--- config.mk ---
export PLATFORM = sky130hd
export DESIGN_NAME = port_pin_function_mux
export DESIGN_NICKNAME = d
export VERILOG_FILES = /design/src/inc/port_mux_pkg.sv /design/src/hw/port_pin_function_mux.sv
export SDC_FILE = /design/constraint.sdc
export NUM_CORES = 1
export LEC_CHECK = 0
export BUFFER_PORTS_ARGS = -buffer_cell sky130_fd_sc_hd__clkbuf_2
export CAP_MARGIN = 20
export CORE_ASPECT_RATIO = 2
export CORE_MARGIN = 2
export CORE_UTILIZATION = 58
export CTS_CLUSTER_DIAMETER = 100
export DETAILED_ROUTE_END_ITERATION = 10
export PLACE_DENSITY = 0.91
export SYNTH_ARGS = -nofsm -noshare
export SYNTH_HDL_FRONTEND = slang
export SYNTH_SLANG_ARGS = --single-unit
export TNS_END_PERCENT = 20
--- constraint.sdc ---
create_clock -name clk -period 4.86 [get_ports clk]
set_input_delay 0.729 -clock clk [delete_from_list [all_inputs] [get_ports clk]]
set_output_delay 0.729 -clock clk [all_outputs]
set_load 0.02 [all_outputs]
--- src/inc/port_mux_pkg.sv ---
`default_nettype none
package port_mux_pkg;
  // ----------------------------------------
  // register map
  // ----------------------------------------
  localparam logic [1:0] R_DATA  = 2'h0;   // latch, or pin level when input
  localparam logic [1:0] R_DIR   = 2'h1;   // 1 = input, 0 = output
  localparam logic [1:0] R_PU    = 2'h2;   // pull-up enable per pin
  localparam logic [1:0] R_ALT   = 2'h3;   // 1 = control mode (peripheral)
  localparam logic [7:0] A_CFG   = 8'h80;  // misc pin options
  localparam logic [7:0] A_ANA   = 8'h84;  // port 2 analog select
  localparam logic [7:0] A_EDGE  = 8'h88;  // irq edge select, 2 bits each
  localparam logic [7:0] A_STAT  = 8'h8C;  // key and irq state, read only
  // ----------------------------------------
  // reset values
  // ----------------------------------------
  localparam logic [7:0]  DIR_RST  = 8'hFF;
  localparam logic [7:0]  ZERO8    = 8'h00;
  localparam logic [6:0]  CFG_RST  = 7'h00;
  localparam logic [15:0] EDGE_RST = 16'h0000;
  // ----------------------------------------
  // cfg fields
  // ----------------------------------------
  localparam int CFG_TTL43 = 0;  // port 4 bit 3 ttl input
  localparam int CFG_TTL44 = 1;  // port 4 bit 4 ttl input
  localparam int CFG_OD43  = 2;  // port 4 bit 3 open drain
  localparam int CFG_OD45  = 3;  // port 4 bit 5 open drain
  localparam int CFG_RAW   = 4;  // raw 32 kHz out
  localparam int CFG_DIV   = 5;  // divided 32 kHz out
  localparam int CFG_HZ    = 6;  // 1 Hz correction out
  // ----------------------------------------
  // pin placement
  // ----------------------------------------
  localparam int RTC_RAW_B = 4;  // port 1 bit
  localparam int RTC_DIV_B = 5;  // port 1 bit
  localparam int RTC_HZ_B  = 0;  // port 3 bit
  localparam logic [7:0] PU_MASK [1:7] = '{8'hFF, 8'h00, 8'hFF, 8'hFF, 8'hFF, 8'hF0, 8'hFF};
  localparam int IRQ_P [8] = '{1, 3, 3, 5, 7, 7, 7, 7};
  localparam int IRQ_B [8] = '{6, 0, 1, 0, 4, 5, 6, 7};
  localparam int TI_P [4] = '{1, 1, 3, 4};
  localparam int TI_B [4] = '{6, 7, 1, 2};
endpackage
`default_nettype wire

--- src/hw/port_pin_function_mux.sv ---
// Contract
// - one direction bit per pin
// - pull-up on ports 1,3,4,5,7, not 2
// - port 6 pull-up only bits 4 to 7
// - port 6 bits 0-3 drive low only
// - port 4 bits 3,4 ttl input select
// - port 4 bits 3,5 open-drain select
// - port 2 digital input after reset
// - irq edge rising, falling or both
// - rtc raw and divided clock outputs
// - port 3 pin outputs 1 Hz tick
// - two-line debug takes port 4 bit 1
// - debug off keeps port 4 bit 0
// - port 7 key and irq inputs
// - timer pins feed count or capture
// - control mode chosen per pin
`default_nettype none
module port_pin_function_mux (
  input  wire logic             clk,
  input  wire logic             nrst,
  input  wire logic             wbCyc,
  input  wire logic             wbStb,
  input  wire logic             wbWe,
  input  wire logic [7:0]       wbAdr,
  input  wire logic [31:0]      wbDatW,
  input  wire logic [3:0]       wbSel,
  output      logic [31:0]      wbDatR,
  output      logic             wbAck,
  input  wire logic [7:1][7:0]  pinIn,
  output      logic [7:1][7:0]  pinOut,
  output      logic [7:1][7:0]  pinOe,
  output      logic [7:1][7:0]  pinPullup,
  output      logic [1:0]       pinTtl,
  output      logic [7:0]       pinAnalog,
  input  wire logic [7:1][7:0]  periphOut,
  input  wire logic [7:1][7:0]  periphOe,
  input  wire logic             debuggerEnableFlag,
  input  wire logic             debugTwoLine,
  input  wire logic             debugDataOut,
  input  wire logic             debugDataOe,
  input  wire logic             debugClockOut,
  input  wire logic             rtcRawClockIn,
  input  wire logic             rtcDividedClockIn,
  input  wire logic             rtcCorrectionTickIn,
  output      logic [7:1][7:0]  pinSync,
  output      logic [7:0]       extIrqInput,
  output      logic [7:0]       keyIrqInputs,
  output      logic [3:0]       timerCountInput
);
  // ----------------------------------------
  // state
  // ----------------------------------------
  logic [7:1][7:0] data_r, data_nxt;   // output latches
  logic [7:1][7:0] dir_r, dir_nxt;     // direction, 1 = input
  logic [7:1][7:0] pu_r, pu_nxt;       // pull-up options
  logic [7:1][7:0] alt_r, alt_nxt;     // control mode select
  logic [6:0]      cfg_r, cfg_nxt;     // misc options
  logic [7:0]      ana_r, ana_nxt;     // port 2 analog select
  logic [15:0]     edge_r, edge_nxt;   // irq edge select
  logic            ack_r, ack_nxt;     // bus answer
  logic [31:0]     rdat_r, rdat_nxt;   // read data
  logic [7:1][7:0] meta_r, sync_r;     // pin synchroniser
  logic [7:1][7:0] prev_r;             // last synced level
  logic [2:0]      rtcMeta_r, rtcSync_r;
  logic [7:1][7:0] out_r, out_nxt;     // pin drive
  logic [7:1][7:0] oe_r, oe_nxt;       // pin enable
  logic [7:1][7:0] pull_r, pull_nxt;   // pull-up drive
  logic [7:0]      irq_r, irq_nxt;     // edge pulses
  logic [7:0]      key_r, key_nxt;     // key inputs
  logic [3:0]      ti_r, ti_nxt;       // timer inputs
  logic            hit;                // request not yet answered
  logic [2:0]      pIdx;               // port index from address
  logic            o, e;               // per-pin scratch
  logic            s, pv;              // irq scratch

  // ----------------------------------------
  // wishbone register file
  // ----------------------------------------
  // one-cycle ack; writes land with it, unmapped reads return zero
  always_comb begin
    data_nxt = data_r;
    dir_nxt = dir_r;
    pu_nxt = pu_r;
    alt_nxt = alt_r;
    cfg_nxt = cfg_r;
    ana_nxt = ana_r;
    edge_nxt = edge_r;
    hit = wbCyc & wbStb & ~ack_r;
    ack_nxt = hit;
    rdat_nxt = 32'h00000000;
    pIdx = wbAdr[6:4];
    if (hit && !wbAdr[7] && pIdx != 3'h0) begin
      unique case (wbAdr[3:2])
        port_mux_pkg::R_DATA: begin
          // input pins read the pin, output pins the latch
          rdat_nxt[7:0] = (dir_r[pIdx] & sync_r[pIdx]) | (~dir_r[pIdx] & data_r[pIdx]);
          if (wbWe && wbSel[0]) data_nxt[pIdx] = wbDatW[7:0];
        end
        port_mux_pkg::R_DIR: begin
          rdat_nxt[7:0] = dir_r[pIdx];
          if (wbWe && wbSel[0]) dir_nxt[pIdx] = wbDatW[7:0];
        end
        port_mux_pkg::R_PU: begin
          rdat_nxt[7:0] = pu_r[pIdx];
          if (wbWe && wbSel[0]) pu_nxt[pIdx] = wbDatW[7:0];
        end
        port_mux_pkg::R_ALT: begin
          rdat_nxt[7:0] = alt_r[pIdx];
          if (wbWe && wbSel[0]) alt_nxt[pIdx] = wbDatW[7:0];
        end
      endcase
    end else if (hit) begin
      unique case (wbAdr)
        port_mux_pkg::A_CFG: begin
          rdat_nxt[6:0] = cfg_r;
          if (wbWe && wbSel[0]) cfg_nxt = wbDatW[6:0];
        end
        port_mux_pkg::A_ANA: begin
          rdat_nxt[7:0] = ana_r;
          if (wbWe && wbSel[0]) ana_nxt = wbDatW[7:0];
        end
        port_mux_pkg::A_EDGE: begin
          rdat_nxt[15:0] = edge_r;
          if (wbWe && wbSel[0]) edge_nxt[7:0] = wbDatW[7:0];
          if (wbWe && wbSel[1]) edge_nxt[15:8] = wbDatW[15:8];
        end
        port_mux_pkg::A_STAT: rdat_nxt[17:0] = {debugTwoLine, debuggerEnableFlag, key_r, irq_r};
        default: rdat_nxt = 32'h00000000;
      endcase
    end
  end

  // registers only
  always_ff @(posedge clk or negedge nrst) begin
    if (!nrst) begin
      data_r <= {7{port_mux_pkg::ZERO8}};
      dir_r <= {7{port_mux_pkg::DIR_RST}};
      pu_r <= {7{port_mux_pkg::ZERO8}};
      alt_r <= {7{port_mux_pkg::ZERO8}};
      cfg_r <= port_mux_pkg::CFG_RST;
      ana_r <= port_mux_pkg::ZERO8;
      edge_r <= port_mux_pkg::EDGE_RST;
      ack_r <= 1'b0;
      rdat_r <= 32'h00000000;
    end else begin
      data_r <= data_nxt;
      dir_r <= dir_nxt;
      pu_r <= pu_nxt;
      alt_r <= alt_nxt;
      cfg_r <= cfg_nxt;
      ana_r <= ana_nxt;
      edge_r <= edge_nxt;
      ack_r <= ack_nxt;
      rdat_r <= rdat_nxt;
    end
  end

  // ----------------------------------------
  // input synchronisers
  // ----------------------------------------
  // pins and rtc clocks come from outside this clock
  always_ff @(posedge clk or negedge nrst) begin
    if (!nrst) begin
      meta_r <= {7{port_mux_pkg::ZERO8}};
      sync_r <= {7{port_mux_pkg::ZERO8}};
      prev_r <= {7{port_mux_pkg::ZERO8}};
      rtcMeta_r <= 3'h0;
      rtcSync_r <= 3'h0;
    end else begin
      meta_r <= pinIn;
      sync_r <= meta_r;
      prev_r <= sync_r;
      rtcMeta_r <= {rtcCorrectionTickIn, rtcDividedClockIn, rtcRawClockIn};
      rtcSync_r <= rtcMeta_r;
    end
  end

  // ----------------------------------------
  // pin multiplexer
  // ----------------------------------------
  always_comb begin
    o = 1'b0;
    e = 1'b0;
    out_nxt = {7{port_mux_pkg::ZERO8}};
    oe_nxt = {7{port_mux_pkg::ZERO8}};
    pull_nxt = {7{port_mux_pkg::ZERO8}};
    for (int p = 1; p <= 7; p++) begin
      for (int b = 0; b < 8; b++) begin
        // port mode: latch and direction
        o = data_r[p][b];
        e = ~dir_r[p][b];
        // control mode: peripheral drives the pin
        if (alt_r[p][b]) begin
          o = periphOut[p][b];
          e = periphOe[p][b];
        end
        // debug data pin only when debugging enabled
        if (p == 4 && b == 0 && debuggerEnableFlag) begin
          o = debugDataOut;
          e = debugDataOe;
        end
        // debug clock steals the pin in two-line mode
        if (p == 4 && b == 1 && debuggerEnableFlag && debugTwoLine) begin
          o = debugClockOut;
          e = 1'b1;
        end
        // raw clock wins if software enables both
        if (p == 1 && b == port_mux_pkg::RTC_RAW_B && cfg_r[port_mux_pkg::CFG_RAW]) begin
          o = rtcSync_r[0];
          e = 1'b1;
        end
        if (p == 1 && b == port_mux_pkg::RTC_DIV_B && cfg_r[port_mux_pkg::CFG_DIV]
            && !cfg_r[port_mux_pkg::CFG_RAW]) begin
          o = rtcSync_r[1];
          e = 1'b1;
        end
        if (p == 3 && b == port_mux_pkg::RTC_HZ_B && cfg_r[port_mux_pkg::CFG_HZ]) begin
          o = rtcSync_r[2];
          e = 1'b1;
        end
        // open drain: drive low, release for high
        if ((p == 6 && b < 4)
            || (p == 4 && b == 3 && cfg_r[port_mux_pkg::CFG_OD43])
            || (p == 4 && b == 5 && cfg_r[port_mux_pkg::CFG_OD45])) begin
          e = e & ~o;
          o = 1'b0;
        end
        // analog pins never drive
        if (p == 2 && ana_r[b]) e = 1'b0;
        out_nxt[p][b] = o;
        oe_nxt[p][b] = e;
        // pull-up only on input pins that have one
        pull_nxt[p][b] = pu_r[p][b] & dir_r[p][b] & port_mux_pkg::PU_MASK[p][b];
      end
    end
  end

  // ----------------------------------------
  // peripheral inputs
  // ----------------------------------------
  always_comb begin
    s = 1'b0;
    pv = 1'b0;
    irq_nxt = 8'h00;
    key_nxt = 8'h00;
    ti_nxt = 4'h0;
    for (int i = 0; i < 8; i++) begin
      s = sync_r[port_mux_pkg::IRQ_P[i]][port_mux_pkg::IRQ_B[i]];
      pv = prev_r[port_mux_pkg::IRQ_P[i]][port_mux_pkg::IRQ_B[i]];
      // bit 0 rising, bit 1 falling, both for either
      irq_nxt[i] = alt_r[port_mux_pkg::IRQ_P[i]][port_mux_pkg::IRQ_B[i]]
                   & ((edge_r[2*i] & s & ~pv) | (edge_r[2*i+1] & ~s & pv));
      // key inputs idle high outside control mode
      key_nxt[i] = alt_r[7][i] ? sync_r[7][i] : 1'b1;
    end
    for (int i = 0; i < 4; i++) begin
      ti_nxt[i] = alt_r[port_mux_pkg::TI_P[i]][port_mux_pkg::TI_B[i]]
                  & sync_r[port_mux_pkg::TI_P[i]][port_mux_pkg::TI_B[i]];
    end
  end

  // output registers
  always_ff @(posedge clk or negedge nrst) begin
    if (!nrst) begin
      out_r <= {7{port_mux_pkg::ZERO8}};
      oe_r <= {7{port_mux_pkg::ZERO8}};
      pull_r <= {7{port_mux_pkg::ZERO8}};
      irq_r <= 8'h00;
      key_r <= 8'hFF;
      ti_r <= 4'h0;
    end else begin
      out_r <= out_nxt;
      oe_r <= oe_nxt;
      pull_r <= pull_nxt;
      irq_r <= irq_nxt;
      key_r <= key_nxt;
      ti_r <= ti_nxt;
    end
  end

  assign wbDatR = rdat_r;
  assign wbAck = ack_r;
  assign pinOut = out_r;
  assign pinOe = oe_r;
  assign pinPullup = pull_r;
  assign pinTtl = cfg_r[port_mux_pkg::CFG_TTL44:port_mux_pkg::CFG_TTL43];
  assign pinAnalog = ana_r;
  assign pinSync = sync_r;
  assign extIrqInput = irq_r;
  assign keyIrqInputs = key_r;
  assign timerCountInput = ti_r;
endmodule
`default_nettype wire

==> results of run 1 <==
-- registers in the layout, indices dropped and copies added (netlist names), 7 cells and up --
name,count
meta_r,56
dir_r,56
pu_r,56
wbDatR,18
pinOe,56
alt_r,56
extIrqInput,8
pinOut,52
pinAnalog,8
pinSync,56
pinPullup,44
cfg_r,7
edge_r,16
keyIrqInputs,8
data_r,56
prev_r,8
-- per-layer routing --
| metal | GRT usage | vias up |
|---|---|---|
| met5 | 0 | - |
| met1 | 0.435 | 8234 |
| met4 | 0.274 | 0 |
| met2 | 0.605 | 1095 |
| li1 | - | 6619 |
| met3 | 0.0730 | 365 |
-- per-stage QoR --
step | util | hold WS (ps)
floorplan | - | 331
global placement | 0.651 | 332
detailed placement | 0.651 | 335
CTS | 0.695 | 133
global route | 0.695 | 158
finish | 0.695 | 101
-- cells in the mapped netlist (all sizes together) (4+ instances only) --
cell / number / area share
dfrtp: 508 / 0.55
mux2: 333 / 0.16
nand2: 111 / 0.021
o21ai: 79 / 0.017
buf: 68 / 0.024
nor2: 67 / 0.016
dfstp: 64 / 0.073
and2: 59 / 0.016
mux2i: 43 / 0.019
a21oi: 34 / 0.0074
clkbuf: 31 / 0.0051
a221oi: 30 / 0.012
a22oi: 23 / 0.0077
nand3: 19 / 0.0071
mux4: 15 / 0.015
a221o: 14 / 0.0061
nand2b: 10 / 0.0027
a22o: 7 / 0.0027
inv: 6 / 0.00098
nand3b: 6 / 0.0020
nor2b: 6 / 0.0020
o211ai: 6 / 0.0022
o2bb2ai: 5 / 0.0019
a31oi: 4 / 0.0011
and3: 4 / 0.0011
nor3: 4 / 0.0021
o22ai: 4 / 0.0011
o32ai: 4 / 0.0015
-- worst max path at each step --
stage / from / to / slack (ps)
final: wbAdr[4] / wbDatR[5] / 1880
after global routing: wbAdr[4] / wbDatR[5] / 1800
after CTS: wbAdr[4] / wbDatR[5] / 1920
after detailed placement: wbAdr[4] / wbDatR[5] / 1390
after global placement: wbAdr[4] / wbDatR[5] / 1410
after floorplan: wbAdr[4] / edge_r[10] / 2500
-- final cells by class --
cell class	count	area, um2
Multi-Input combinational cell	952	7980
Inverter	6	22.5
Antenna cell	1	2.50
Clock buffer	75	1510
Fill cell	2652	12000
Timing Repair Buffer	484	2540
Clock inverter	17	238
Sequential cell	572	14400
Tap cell	525	657
-- kinds of logic after synthesis --
kind of cell / Yosys count / synth area share
simple gates: 298 / 0.0749
other cells: 1 / 0.000163
compound gates: 233 / 0.0705
flops: 572 / 0.627
mux: 391 / 0.197
buf+inv: 105 / 0.0300
-- power by group --
group / switching, uW / internal [uW] / leakage, uW
combinational: 477 / 235 / 0.00541
sequential: 98.3 / 4900 / 0.00717
clock: 1790 / 2420 / 0.000856
-- cell usage in the layout (no fill, tap or decap), types with 7 or more instances in the layout --
cell                          n
sky130_fd_sc_hd__a21oi_1     34
sky130_fd_sc_hd__a221oi_1    27
sky130_fd_sc_hd__clkbuf_8    14
sky130_fd_sc_hd__conb_1      30
sky130_fd_sc_hd__mux2_2     318
sky130_fd_sc_hd__nor2_4       7
sky130_fd_sc_hd__clkbuf_16   51
sky130_fd_sc_hd__a22oi_1     22
sky130_fd_sc_hd__mux2i_1     43
sky130_fd_sc_hd__and2_1      59
sky130_fd_sc_hd__mux2_1      14
sky130_fd_sc_hd__clkbuf_1    10
sky130_fd_sc_hd__dfrtp_1    508
sky130_fd_sc_hd__clkbuf_2   459
sky130_fd_sc_hd__buf_4       20
sky130_fd_sc_hd__nand2_1     85
sky130_fd_sc_hd__a22o_1       7
sky130_fd_sc_hd__nand2b_1    10
sky130_fd_sc_hd__dfstp_2     64
sky130_fd_sc_hd__nand3_1     13
sky130_fd_sc_hd__nand2_2     26
sky130_fd_sc_hd__nor2_1      56
sky130_fd_sc_hd__a221o_1     14
sky130_fd_sc_hd__o21ai_0     77
sky130_fd_sc_hd__mux4_2      15
==> results_dict.tcl, run 1 <==
set metrics [dict create \
    insertion_delay_to_the_later_sink_of_the_worst_skew_pair_ps 590 \
    floorplan.die_area_mm2 0.0413 \
    post_drt_via_cell_ratio 6.20 \
    final_cell_count_no_fill 2632 \
    worstMarginPinSlew_ps 979 \
    synthesis.instances 1600 \
    r2r_setup_slack_ps 2210 \
    cell_family_contributing_the_most_delay_on_the_critical_path "buffers and inverters" \
    core_region_area_mm2 0.0393 \
    timing.critical_path.to_type "flip-flop" \
    static-leakage-power_uw 0.0134 \
    dp_slack_ps 1390 \
    cp.required_ps 5380 \
    vias_in_the_first_global_route 17200 \
    final-setup-viol-count 0 \
    postPlaceCellArea_mm2 0.0256 \
    routed-via-count 16300 \
    synth.distinct_cells 71 \
    hold_buffers 0 \
    worstSetupPathType "primary input to flip-flop" \
    chipWidth_um 145 \
    detail_route.wirelength.met1_um 25400 \
    rr_endpoint "data_r[51]" \
    met2WireLength_um 37100 \
    worst_r2r_startpoint "wbAck" \
    highest_layer "met4" \
    postLayoutSetupSlackWorst_ps 1880 \
    grt_setup_unrepaired "no" \
    seq_area_frac_synth 0.627 \
    slew-limit-headroom 0.344 \
    hold_path.class "primary input to asynchronous set/reset pin" \
    globalRouteTotalUtil 0.373 \
    setup_total_negative_slack_ps 0 \
    syn_area_mm2 0.0229 \
    ant_nets 0 \
    timing.critical_path.slowest_cell_delay_ps 650 \
    area_delta_synth_final_pct 19.1 \
    synth-main-ff-cell "sky130_fd_sc_hd__dfrtp_1" \
    grt_pass1_wl_um 110000 \
    finalHoldViolations 0 \
    numCtsBuffers 49 \
    crit_path_cell_trace "buf_4 > inv_1 > nor2_4 > a22oi_1 > o221a_2 > a2111oi_0 > a32o_1" \
    critPathBufInv 2 \
    timing.final.max_slew_violations 0 \
    startpoint_kind_of_the_worst_setup_timing_path "primary input" \
    initial_utilization 0.584 \
    dieHeight_um 285 \
    worst_ep_arrival_time_ps 3490 \
    ir_drop_v 0.000296 \
    p_per_area_mw_per_mm2 363 \
    dr.first_iter.drc_count 1506 \
    postCtsSetupBuffers 0 \
    cts_root_buf "sky130_fd_sc_hd__clkbuf_16" \
    drc 0 \
    timing.reg2reg.worst_path_depth 6 \
    floorplan.rows 103 \
    critical_path.slowest_cell "sky130_fd_sc_hd__inv_1" \
    max_clock_freq_mhz 336 \
    cts.sink_count 572 \
    top_level_ports 512 \
    timing.clock.skew_ps 17.8 \
    placed_cells_incl_taps 2539 \
    finalInstanceArea_mm2 0.0273 \
    final_nets 2290 \
    synth_edf_count 0 \
    dp.final_hpwl_um 53000 \
    fin_crit_sh 0.613 \
    final_period_minus_worst_setup_slack_ps 2980 \
    grt_max_degree 150 \
    final_layout_size_suffix_gt1_frac 0.487 \
    grt_overflow 0 \
    routed_wire_length_per_instance_um 28.9 \
    share_of_async_settable_or_async_resettable_flops_after_synthesis 1.00 \
    path_clk_slew_ps 70 \
    clk_path_buf_depth 3 \
    cts_tree "built" \
    wl_met3_um 6380 \
    crit_cells 7 \
    synth.ff_latch_count 572 \
    first_pass_iters 7 \
    postSynthAreaPerCell_um2 14.3 \
    critPathMaxFanout 52 \
    antenna_found_initial 1 \
    htree_num_levels 2 \
    finalPower_uw 9920 \
    portBuffers 463 \
    wire_length_reported_by_the_detailed_router_um 76000 \
    place.gp.congestion 0.979 \
    run_status "finished clean" \
    syn_warnings 0 \
    max_cap_violations 0 \
    cts_resized 0 \
]
Note: power is estimated with default switching activity, not from simulation.
==> run 2, diff against run 1 <==
- CORE_UTILIZATION: 58 -> 54
- PLACE_DENSITY: 0.91 -> 0.86
- clock period: 4.86 -> 2.9 ns (I/O delays scaled with it)
==> run 2 against run 1 <==
Against the previous run: final area up 3.3%; sequential power increased by 68%; worst setup slack worse by 1400 ps; critical path depth down 1; sequential share of layout area is 1.7 points lower; flip-flop and latch count unchanged; count of clock-buffer cells in the layout is 7 lower; power is 66% higher; combinational power increased by 85%; largest power group unchanged.
==> results_dict.tcl, run 2 (same netlist as run 1, synthesis figures left out) <==
set metrics [dict create \
    cts_root_buf "sky130_fd_sc_hd__clkbuf_16" \
    grt_max_degree 102 \
    path_clk_slew_ps 70 \
    timing.final.max_slew_violations 0 \
    static-leakage-power_uw 0.0139 \
    initial_utilization 0.547 \
    cts_tree "built" \
    finalHoldViolations 0 \
    first_pass_iters 6 \
    timing.clock.skew_ps 18.9 \
    critPathLaunch "wbAck" \
    final_cell_count_no_fill 2744 \
    r2r_setup_slack_ps 460 \
    routed_wire_length_per_instance_um 29.0 \
    globalRouteTotalUtil 0.362 \
    fin_crit_sh 0.841 \
    htree_num_levels 2 \
    max_cap_violations 0 \
    placed_cells_incl_taps 2596 \
    portBuffers 463 \
    chipWidth_um 150 \
    floorplan.die_area_mm2 0.0443 \
    rr_endpoint "data_r[12]" \
    final_period_minus_worst_setup_slack_ps 2440 \
    leading_cell_type_in_the_layout_fill_and_taps_excluded "sky130_fd_sc_hd__dfrtp_1" \
    cell_internal_pwr_uw 12500 \
    slew-limit-headroom 0.414 \
    postLayoutSetupSlackWorst_ps 462 \
    floorplan.rows 106 \
    postPlaceCellArea_mm2 0.0260 \
    dp.final_hpwl_um 57100 \
    dp_slack_ps 206 \
    timing.critical_path.slowest_cell_delay_ps 410 \
    endpoint "data_r[12]" \
    final_nets 2390 \
    postCtsSetupBuffers 0 \
    final-setup-viol-count 0 \
    clk_path_buf_depth 3 \
    pwr-share-clk 0.410 \
    place.gp.congestion 0.950 \
    dieHeight_um 296 \
    critPathMaxFanout 8 \
    top_level_ports 512 \
    combPwrFrac 0.080 \
    hold_path.class "primary input to flip-flop" \
    drc 0 \
    worst_ep_arrival_time_ps 2890 \
    wire_length_reported_by_the_detailed_router_um 79700 \
    cts.sink_count 572 \
    insertion_delay_to_the_later_sink_of_the_worst_skew_pair_ps 590 \
    antenna_found_initial 1 \
    p_switching_uw 3980 \
    routed-via-count 16500 \
    post_drt_via_cell_ratio 6.02 \
    p_per_area_mw_per_mm2 583 \
    timing.reg2reg.worst_path_depth 6 \
    swShare 0.242 \
    timing.critical_path.to_type "flip-flop" \
    cp.required_ps 3350 \
    vias_in_the_first_global_route 17300 \
    crit_path_cell_trace "and3b_1 > nor3b_4 > nand3_4 > nor2_8 > nand2_2 > mux2_2" \
    grt_overflow 0 \
    run_status "finished clean" \
    cts_resized 0 \
    area_delta_synth_final_pct 23.1 \
    seq_power_share 0.509 \
    numCtsBuffers 47 \
    worst_r2r_startpoint "wbAck" \
    setup_total_negative_slack_ps 0 \
    max_clock_freq_mhz 410 \
    grt_pass1_wl_um 114000 \
    core_region_area_mm2 0.0419 \
    dr.first_iter.drc_count 1549 \
    mostFrequentLayoutCells "sky130_fd_sc_hd__dfrtp_1, sky130_fd_sc_hd__clkbuf_2, sky130_fd_sc_hd__mux2_2" \
    ant_nets 0 \
    grt_setup_unrepaired "no" \
    ir_drop_v 0.000656 \
    worstSetupPathType "flip-flop to flip-flop" \
    critical_path.slowest_cell "sky130_fd_sc_hd__mux2_2" \
    finalInstanceArea_mm2 0.0282 \
    startpoint_kind_of_the_worst_setup_timing_path "flip-flop" \
    worstMarginPinSlew_ps 876 \
    num_antenna_cells 0 \
    final_layout_size_suffix_gt1_frac 0.485 \
]
==> run 2: cell count changes in the layout (fill, tap and decap cells not counted) <==
cell,delta
sky130_fd_sc_hd__dlygate4sd3_1,+60
sky130_fd_sc_hd__diode_2,-1
sky130_fd_sc_hd__clkbuf_16,-3
sky130_fd_sc_hd__clkinv_4,+1
sky130_fd_sc_hd__buf_4,+37
sky130_fd_sc_hd__clkbuf_1,-4
sky130_fd_sc_hd__bufinv_16,-1
sky130_fd_sc_hd__clkinv_2,+3
sky130_fd_sc_hd__buf_12,+5
sky130_fd_sc_hd__clkinvlp_4,+2
sky130_fd_sc_hd__inv_6,-2
==> run 2: how the worst min path moves through the flow <==
stage                        from     endpoint  slack, ps  cells after the start
finish              periphOut[40]    pinOe[40]         50                      2
global route        periphOut[40]    pinOe[40]         50                      2
global placement       meta_r[18]  pinSync[18]        330                      0
detailed placement     meta_r[27]  pinSync[27]        330                      0
CTS                 periphOut[40]    pinOe[40]         40                      2
floorplan                    nrst     alt_r[0]        140                      0
==> run 2: power by group through the flow <==
stage | combinational [uW] | clock, uW | sequential (uW)
CTS | 1310 | 6790 | 8380
global placement | 1220 | 0 | 8510
detailed placement | 1240 | 0 | 8520
floorplan | 501 | 0 | 8580
finish | 1320 | 6750 | 8380
global route | 1410 | 7140 | 8390
==> run 2: final cells by class <==
type,count,area [um2]
Timing Repair Buffer,586,3520
Tap cell,540,676
Clock buffer,68,1420
Multi-Input combinational cell,952,7980
Sequential cell,572,14400
Fill cell,3028,13700
Clock inverter,20,229
Inverter,6,22.5
==> run 2: metrics by stage <==
| step | hold WS, ps | power, uW | utilization |
|---|---|---|---|
| global route | 53.0 | 16900 | 0.674 |
| CTS | 36.1 | 16500 | 0.674 |
| global placement | 332 | 9730 | 0.620 |
| floorplan | 139 | 9080 | - |
| finish | 49.1 | 16400 | 0.674 |
| detailed placement | 335 | 9760 | 0.620 |
==> run 2: what timing repair did <==
item,CTS,global route
endpoints found under the hold margin,86,0
hold buffers,60,0
setup endpoints to repair,0,0
==> run 2: routing by layer <==
metal | up-vias | share of wire | GRT usage
met5 | - | 0.00013 | 0
li1 | 6806 | - | -
met1 | 8344 | 0.34 | 0.423
met3 | 302 | 0.080 | 0.0687
met2 | 1054 | 0.49 | 0.597
met4 | 2 | 0.087 | 0.257
==> run 2: worst max-delay path: cells and delay by family, from the launching register on <==
kind / cells / cell delay (ps)
muxes: 1 / 410
DFF: 1 / 380
and+or+nand+nor: 5 / 1510
